$ cat src/hw/exc_seq_defs.svh
// Constants for the exception entry and exit sequencer
`ifndef EXC_SEQ_DEFS_SVH
`define EXC_SEQ_DEFS_SVH
`define MODE_FIQ 5'h11
`define MODE_IRQ 5'h12
`define MODE_SVC 5'h13
`define MODE_ABT 5'h17
`define MODE_UND 5'h1B
`define BIT_T 5
`define BIT_F 6
`define BIT_I 7
`define BIT_J 24
`define STATUS_RST 32'h000000D3
`define VEC_HIGH_BASE 32'hFFFF0000
`define VEC_RST 32'h00000000
`define VEC_UND 32'h00000004
`define VEC_SWI 32'h00000008
`define VEC_PREFETCH_ABORT_EXC 32'h0000000C
`define VEC_DATA_ABORT_EXC 32'h00000010
`define VEC_IRQ 32'h00000018
`define VEC_FIQ 32'h0000001C
`define OFS_NATIVE 32'h00000004
`define OFS_COMP 32'h00000002
`define OFS_DATA_ABORT_EXC 32'h00000008
`define REG_STATUS 8'h00
`define REG_SAVED 8'h04
`define REG_LINK 8'h08
`define REG_CAUSE 8'h0C
`endif

$ cat src/hw/exc_seq_pkg.sv
// Types for the exception entry and exit sequencer
package exc_seq_pkg;
  typedef enum logic [1:0] {PH_HOLD = 2'b00, PH_BOOT = 2'b01, PH_RUN = 2'b11} phase_t;
  typedef enum logic [3:0] {
    EXC_NONE = 4'h0, EXC_RST = 4'h1, EXC_UND = 4'h2, EXC_SWI = 4'h3, EXC_PREFETCH_ABORT_EXC = 4'h4,
    EXC_DATA_ABORT_EXC = 4'h5, EXC_IRQ = 4'h6, EXC_FIQ = 4'h7, EXC_BREAKPOINT_TRAP = 4'h8
  } exc_t;
  typedef struct packed {
    logic cyc;
    logic stb;
    logic we;
    logic [7:0] adr;
    logic [3:0] sel;
    logic [31:0] dat;
  } wb_req_t;
  typedef struct packed {
    phase_t phase;
    logic fiq_q;
    logic irq_q;
    logic dec_tag;
    logic exe_tag;
    logic dab_pend;
    logic [31:0] dab_pc;
    logic [31:0] cur;
    logic [4:0][31:0] saved;
    logic [31:0] lr_val;
    logic lr_we;
    logic [4:0] lr_mode;
    logic redirect;
    logic [31:0] vec;
    logic restore_base;
    logic abandon;
    exc_t cause;
    logic ack;
    logic [31:0] rdat;
  } state_t;
endpackage : exc_seq_pkg

$ cat src/hw/exc_seq.sv
// Exception entry/exit sequencer with classic Wishbone status access
//
// The implementer's own choices: register access over Wishbone and the register offsets.
`timescale 1ns/100ps
`include "exc_seq_defs.svh"
module exc_seq import exc_seq_pkg::*; (
  input wire logic sys_clk_in,
  input wire logic rst_n_in,
  input wire logic fast_int_request_low,
  input wire logic normal_int_request_low,
  input wire logic fetch_done_in,
  input wire logic fetch_abort_in,
  input wire logic advance_in,
  input wire logic flush_in,
  input wire logic data_done_in,
  input wire logic data_abort_in,
  input wire logic [31:0] data_pc_in,
  input wire logic instr_end_in,
  input wire logic [31:0] exec_pc_in,
  input wire logic [31:0] next_pc_in,
  input wire logic software_trap,
  input wire logic undefined_trap,
  input wire logic breakpoint_trap,
  input wire logic restore_in,
  input wire logic high_vector_select,
  input wire logic wb_cyc_in,
  input wire logic wb_stb_in,
  input wire logic wb_we_in,
  input wire logic [7:0] wb_adr_in,
  input wire logic [3:0] wb_sel_in,
  input wire logic [31:0] wb_dat_in,
  output logic [31:0] wb_dat_out,
  output logic wb_ack_out,
  output logic [31:0] current_status_word,
  output logic [31:0] link_register,
  output logic link_write_out,
  output logic [4:0] link_mode_out,
  output logic redirect_out,
  output logic [31:0] vector_addr_out,
  output logic base_restore_out,
  output logic abandon_out
);
  localparam state_t RESET_STATE = '{phase: PH_HOLD, cur: `STATUS_RST, abandon: 1'b1,
                                     fiq_q: 1'b1, irq_q: 1'b1, cause: EXC_NONE, default: '0};
  state_t s_ff;
  state_t nxt_s;
  wb_req_t req;
  logic [31:0] base;
  logic [2:0] base_idx;
  logic base_has;
  logic [2:0] tgt_idx;
  logic tgt_has;
  logic [31:0] wmask;
  exc_t pick;

  // Saved status slot for a mode; user and system modes have none
  function automatic logic [3:0] slot(input logic [4:0] mode);
    case (mode)
      `MODE_FIQ: slot = 4'h8;
      `MODE_IRQ: slot = 4'h9;
      `MODE_SVC: slot = 4'hA;
      `MODE_ABT: slot = 4'hB;
      `MODE_UND: slot = 4'hC;
      default: slot = 4'h0;
    endcase
  endfunction : slot

  function automatic logic [4:0] exc_mode(input exc_t e);
    case (e)
      EXC_FIQ: exc_mode = `MODE_FIQ;
      EXC_IRQ: exc_mode = `MODE_IRQ;
      EXC_PREFETCH_ABORT_EXC, EXC_DATA_ABORT_EXC, EXC_BREAKPOINT_TRAP: exc_mode = `MODE_ABT;
      EXC_UND: exc_mode = `MODE_UND;
      default: exc_mode = `MODE_SVC;
    endcase
  endfunction : exc_mode

  function automatic logic [31:0] exc_ofs(input exc_t e);
    case (e)
      EXC_UND: exc_ofs = `VEC_UND;
      EXC_SWI: exc_ofs = `VEC_SWI;
      EXC_PREFETCH_ABORT_EXC, EXC_BREAKPOINT_TRAP: exc_ofs = `VEC_PREFETCH_ABORT_EXC;
      EXC_DATA_ABORT_EXC: exc_ofs = `VEC_DATA_ABORT_EXC;
      EXC_IRQ: exc_ofs = `VEC_IRQ;
      EXC_FIQ: exc_ofs = `VEC_FIQ;
      default: exc_ofs = `VEC_RST;
    endcase
  endfunction : exc_ofs

  assign req = '{cyc: wb_cyc_in, stb: wb_stb_in, we: wb_we_in, adr: wb_adr_in,
                 sel: wb_sel_in, dat: wb_dat_in};

  always_comb begin
    nxt_s = s_ff;
    nxt_s.lr_we = 1'b0;
    nxt_s.redirect = 1'b0;
    nxt_s.restore_base = 1'b0;
    nxt_s.abandon = 1'b0;
    nxt_s.ack = 1'b0;
    // Control logic reads only the registered copies
    nxt_s.fiq_q = fast_int_request_low;
    nxt_s.irq_q = normal_int_request_low;
    if (fetch_done_in) begin
      nxt_s.dec_tag = fetch_abort_in;
    end
    if (advance_in) begin
      nxt_s.exe_tag = s_ff.dec_tag;
    end
    if (flush_in) begin
      nxt_s.dec_tag = 1'b0;
      nxt_s.exe_tag = 1'b0;
    end
    if (data_done_in && data_abort_in) begin
      nxt_s.dab_pend = 1'b1;
      nxt_s.dab_pc = data_pc_in;
    end
    {base_has, base_idx} = slot(s_ff.cur[4:0]);
    base = s_ff.cur;
    if (restore_in && base_has) begin
      base = s_ff.saved[base_idx];
    end
    nxt_s.cur = base;
    // Software status writes cannot touch the state bits
    wmask = {{8{req.sel[3]}}, {8{req.sel[2]}}, {8{req.sel[1]}}, {8{req.sel[0]}}};
    if (req.cyc && req.stb && s_ff.ack && req.we) begin
      if (req.adr == `REG_STATUS) begin
        nxt_s.cur = (base & ~wmask) | (req.dat & wmask);
        nxt_s.cur[`BIT_T] = base[`BIT_T];
        nxt_s.cur[`BIT_J] = base[`BIT_J];
      end else if (req.adr == `REG_SAVED && base_has) begin
        nxt_s.saved[base_idx] = (s_ff.saved[base_idx] & ~wmask) | (req.dat & wmask);
      end
    end
    if (req.cyc && req.stb && !s_ff.ack) begin
      nxt_s.ack = 1'b1;
      if (req.adr == `REG_STATUS) begin
        nxt_s.rdat = s_ff.cur;
      end else if (req.adr == `REG_SAVED) begin
        nxt_s.rdat = base_has ? s_ff.saved[base_idx] : 32'h00000000;
      end else if (req.adr == `REG_LINK) begin
        nxt_s.rdat = s_ff.lr_val;
      end else if (req.adr == `REG_CAUSE) begin
        nxt_s.rdat = {28'h0000000, s_ff.cause};
      end else begin
        nxt_s.rdat = 32'h00000000;
      end
    end
    // Priority is sampled only at an instruction boundary
    pick = EXC_NONE;
    if (instr_end_in && s_ff.phase == PH_RUN) begin
      if (s_ff.dab_pend) begin
        pick = EXC_DATA_ABORT_EXC;
      end else if (!s_ff.fiq_q && !base[`BIT_F]) begin
        pick = EXC_FIQ;
      end else if (!s_ff.irq_q && !base[`BIT_I]) begin
        pick = EXC_IRQ;
      end else if (s_ff.exe_tag) begin
        pick = EXC_PREFETCH_ABORT_EXC;
      end else if (breakpoint_trap) begin
        pick = EXC_BREAKPOINT_TRAP;
      end else if (undefined_trap) begin
        pick = EXC_UND;
      end else if (software_trap) begin
        pick = EXC_SWI;
      end
    end
    {tgt_has, tgt_idx} = slot(exc_mode(pick));
    case (s_ff.phase)
      PH_HOLD: begin
        nxt_s.phase = PH_BOOT;
      end
      PH_BOOT: begin
        // Supervisor link is left as is at reset
        nxt_s.redirect = 1'b1;
        nxt_s.vec = (high_vector_select ? `VEC_HIGH_BASE : 32'h00000000) | `VEC_RST;
        nxt_s.cause = EXC_RST;
        nxt_s.phase = PH_RUN;
      end
      PH_RUN: begin
        if (pick != EXC_NONE) begin
          // All entry effects land on the same edge
          nxt_s.saved[tgt_idx] = base;
          nxt_s.cur[4:0] = exc_mode(pick);
          nxt_s.cur[`BIT_T] = 1'b0;
          nxt_s.cur[`BIT_J] = 1'b0;
          nxt_s.cur[`BIT_I] = 1'b1;
          if (pick == EXC_FIQ) begin
            nxt_s.cur[`BIT_F] = 1'b1;
          end
          nxt_s.vec = (high_vector_select ? `VEC_HIGH_BASE : 32'h00000000) |
                      exc_ofs(pick);
          nxt_s.redirect = 1'b1;
          nxt_s.lr_we = 1'b1;
          nxt_s.lr_mode = exc_mode(pick);
          nxt_s.cause = pick;
          nxt_s.dec_tag = 1'b0;
          nxt_s.exe_tag = 1'b0;
          case (pick)
            EXC_DATA_ABORT_EXC: begin
              nxt_s.lr_val = s_ff.dab_pc + `OFS_DATA_ABORT_EXC;
              nxt_s.restore_base = 1'b1;
              nxt_s.dab_pend = 1'b0;
            end
            EXC_FIQ, EXC_IRQ: begin
              nxt_s.lr_val = next_pc_in + `OFS_NATIVE;
            end
            EXC_PREFETCH_ABORT_EXC, EXC_BREAKPOINT_TRAP: begin
              nxt_s.lr_val = exec_pc_in + `OFS_NATIVE;
            end
            default: begin
              nxt_s.lr_val = exec_pc_in + (base[`BIT_T] ? `OFS_COMP : `OFS_NATIVE);
            end
          endcase
        end
      end
      default: begin
        nxt_s.phase = PH_HOLD;
      end
    endcase
  end

  // Reset state holds supervisor mode, both masks, native state
  always_ff @(posedge sys_clk_in) begin
    if (!rst_n_in) begin
      s_ff <= RESET_STATE;
    end else begin
      s_ff <= nxt_s;
    end
  end

  assign wb_dat_out = s_ff.rdat;
  assign wb_ack_out = s_ff.ack;
  assign current_status_word = s_ff.cur;
  assign link_register = s_ff.lr_val;
  assign link_write_out = s_ff.lr_we;
  assign link_mode_out = s_ff.lr_mode;
  assign redirect_out = s_ff.redirect;
  assign vector_addr_out = s_ff.vec;
  assign base_restore_out = s_ff.restore_base;
  assign abandon_out = s_ff.abandon;
endmodule : exc_seq

$ cat config.mk
export PLATFORM = sky130hd
export DESIGN_NAME = exc_seq
export DESIGN_NICKNAME = d
export VERILOG_FILES = /design/src/hw/exc_seq_pkg.sv /design/src/hw/exc_seq.sv
export VERILOG_INCLUDE_DIRS = /design/src /design/src/hw
export SDC_FILE = /design/constraint.sdc
export NUM_CORES = 1
export LEC_CHECK = 0
export BUFFER_PORTS_ARGS = -buffer_cell sky130_fd_sc_hd__buf_4
export CORE_MARGIN = 2
export CORE_UTILIZATION = 27
export CTS_CLUSTER_SIZE = 20
export DETAILED_ROUTE_END_ITERATION = 7
export PLACE_DENSITY = 0.4
export SYNTH_ARGS = -nofsm -noshare
export SYNTH_HDL_FRONTEND = slang
export SYNTH_SLANG_ARGS = --single-unit
$ cat constraint.sdc
create_clock -name sys_clk_in -period 12.6 [get_ports sys_clk_in]
set_input_delay 1.89 -clock sys_clk_in [delete_from_list [all_inputs] [get_ports sys_clk_in]]
set_output_delay 1.89 -clock sys_clk_in [all_outputs]
set_load 0.005 [all_outputs]
==> flow_summary.yaml <==
grt:
  globalRouteOverflowTotal: 0
  grt_pass1_vias: 17200
  antenna_found_initial: 1
  grt_pass1_wl_mm: 114
  grt_use_total_pct: 21.4
  grt_start_max_net_pins: 115
timing:
  rsz0062_at_grt: "no"
  slew_violations: 0
  tightestPinTransition_ps: 1110
  relSlewSlack_pct: 25.9
  fin_ws_ps: 6900
  timing.final.crit_share_pct: 45.2
  hold_viol: 0
  setup_tns_ps: 0
  fin_crit_ps: 5700
  setup-violations-final: 0
  skew_ps: 18.7
  timing.fmax_mhz: 175
yosys:
  synth-main-ff-cell: "dfxtp_1"
  synthArstFlopShare_pct: 0
  syn_inst: 2256
  ys_ff_latch: 313
  synth_top_family_by_area: "compound AO/OA/AOI/OAI gates"
  ys_types: 80
  synth_edf_count: 0
  synth-adder-area-share_pct: 0.381
  synth_compound_area_share_pct: 26.6
  synth_warnings: 0
  yosysSeqAreaShare_pct: 34.1
  netlist_area_um2: 18400
  synth_simple_gate_area_share_pct: 16.3
  synth-xor-area-share_pct: 4.95
  avgSynthCellArea_um2: 8.16
  synth_mux_area_share_pct: 7.26
drt:
  drt-wirelength-per-cell_um: 24.3
  drc: 0
  via_count: 17400
  drt-initial-drc-count: 1378
  ant_nets: 0
  via_per_inst: 5.45
  first_pass_iters: 7
  wl_mm: 77.5
placed_design:
  hpwl_mm: 51.0
  place_inst: 3126
  post-place-ws_ps: 6330
  portBuffers: 283
  place_congestion: 0.840
  place_area_um2: 20200
clock_network:
  cts_tree: "built"
  clk_pin_slew_ps: 60
  clk_latency_ps: 580
  numCtsBuffers: 41
  cts_buffer_depth: 3
  hold_buffers: 0
  cts_max_level: 2
  clkSinkCount: 313
  cts_setup_buffers: 0
  cts_resized: 0
  root_buffer: "clkbuf_16"
min_path:
  min_to: "s_ff[34]"
  hold_path_class: "flip-flop to flip-flop"
  hold_path_depth: 2
  min-delay-start: "s_ff[34]"
critical_path:
  setup.worst_path.class: "input pin to flip-flop"
  r2r_slack_ps: 7010
  worst_r2r_endpoint: "link_register[28]"
  ff2ff_path_depth: 18
  cp-start-kind: "input pin"
  arrival_ps: 6200
  required_ps: 13100
  end_kind: "flip-flop"
  rr_startpoint: "current_status_word[3]"
  crit_path_max_fanout: 24
final_layout:
  final_area_um2: 21500
  nNetsFinal: 2460
  n_fill_cell: 7152
  final_cells: 3196
  drive_gt1_share_pct: 18.1
  area_delta_synth_final_pct: 16.9
floorplan:
  dieArea_um2: 70300
  die_x_um: 265
  core_area_um2: 67300
  io-pin-count: 297
  start_util_pct: 27.3
  die_h_um: 265
  num_rows: 95
outcome:
  status: "completed"
pwr:
  power.density_nw_per_um2: 120
  peakVddDrop_v: 0.0000822
  p_leak_nw: 7.56
job:
  max_cap_violations: 0
[area by class of cell]
cell class                 instances  area (um^2)  share of cell area (%)
clock inverter                     7          108                   0.500
multi-input combinational       1613        10400                    48.5
sequential                       313         6270                    29.1
inverter                          20         82.6                   0.384
timing repair buffer             307         2300                    10.7
clock buffer                      62         1220                    5.70
antenna                            1         2.50                  0.0116
tap                              873         1090                    5.08
[cell families after synthesis]
| group | Yosys count |
|---|---|
| AOI/OAI and AO/OA | 671 |
| muxes | 133 |
| DFF | 313 |
| other | 1 |
| and+or+nand+nor | 687 |
| adders and majority gates | 5 |
| xor gates and xnor gates | 104 |
| buffers and inverters | 342 |
[cells in the mapped netlist, drive strengths merged, types with 3 or more instances]
cell type | number | share of area, %
o21ai | 57 | 1.6
o32ai | 7 | 0.33
o311ai | 3 | 0.14
and2 | 6 | 0.20
nor4 | 5 | 0.17
buf | 182 | 7.1
or3 | 7 | 0.24
a21oi | 85 | 2.3
a21boi | 4 | 0.16
nor2 | 315 | 6.4
o211ai | 14 | 0.57
nor2b | 3 | 0.14
a211oi | 330 | 14
nand4b | 3 | 0.21
a311oi | 15 | 0.84
o221ai | 30 | 1.4
mux2 | 3 | 0.18
ha | 4 | 0.27
xor2 | 53 | 2.5
nand2b | 4 | 0.14
a31oi | 35 | 1.2
nand4 | 21 | 0.71
nor3b | 4 | 0.16
o2111ai | 3 | 0.14
nand3 | 47 | 1.3
a32oi | 6 | 0.29
and3 | 16 | 0.54
clkbuf | 140 | 2.9
nand2 | 212 | 4.3
xnor2 | 51 | 2.4
inv | 19 | 0.39
o211a | 6 | 0.33
dfxtp | 313 | 34
a22oi | 19 | 0.78
or2 | 3 | 0.10
and4 | 14 | 0.67
o22ai | 16 | 0.54
a222oi | 16 | 0.87
nor3 | 22 | 0.69
o21a | 4 | 0.16
mux2i | 130 | 7.1
o31ai | 4 | 0.19
[where the power goes]
part / internal [mW] / switching, mW / leakage, nW
combinational: 0.125 / 0.203 / 4.36
clock: 0.710 / 0.487 / 0.657
sequential: 1.02 / 0.0314 / 2.54
total: 1.85 / 0.721 / 7.56
[layout by cell type (no fill, tap or decap), drive strengths merged, types with 19 or more instances in the layout]
cell type and count:
a22oi 19, nand4 21, nand2 212, xor2 53
nor2 315, xnor2 51, mux2i 130, a21oi 85
nand3 47, nor3 22, o21ai 57, o221ai 30
buf 307, dfxtp 313, inv 23, a31oi 35
a211oi 330, clkbuf 62
[routing by layer]
metal	share of wire, %	vias up	GRT usage (%)
met5	0	-	0
met4	3.1	0	6.89
met3	7.3	127	4.85
met2	45	646	34.1
met1	45	8410	28.5
li1	-	8241	-
[worst max-delay path, cell delays in order]
cell and delay, ps:
buf_4 90, and3_1 360, nand2b_1 240, nor2_1 240, o31a_2 240, and2_1 820, nand2_1 120, nand2_1 90
ha_1 230, and2_0 300, nand4_1 210, nor3b_1 560, nand3_1 160, xor2_1 170, a32oi_1 220, nand2_1 70
o21ai_0 150
[sequential cells by signal, summed over array words and instances, names as in the netlist]
signal,flops
vector_addr_out,4
link_write_out,1
link_mode_out,5
s_ff,203
redirect_out,1
wb_ack_out,1
link_register,32
base_restore_out,1
abandon_out,1
current_status_word,32
wb_dat_out,32
[worst max path at each step]
stage	start	to	slack (ps)	cells past startpoint
global route	instr_end_in	link_register[28]	6510	17
CTS	instr_end_in	link_register[28]	6930	17
global placement	instr_end_in	link_register[28]	6360	17
floorplan	instr_end_in	link_register[28]	7450	20
finish	instr_end_in	link_register[28]	6900	17
detailed placement	instr_end_in	link_register[28]	6330	17
[through the flow]
stage | utilization, % | power (mW) | hold slack [ps]
floorplan | - | 1.26 | 432
global placement | 30.0 | 1.40 | 442
detailed placement | 30.0 | 1.40 | 448
CTS | 32.0 | 2.61 | 456
global route | 32.0 | 2.67 | 480
finish | 32.0 | 2.57 | 458
No activity file was read; power rests on OpenSTA's default activity.
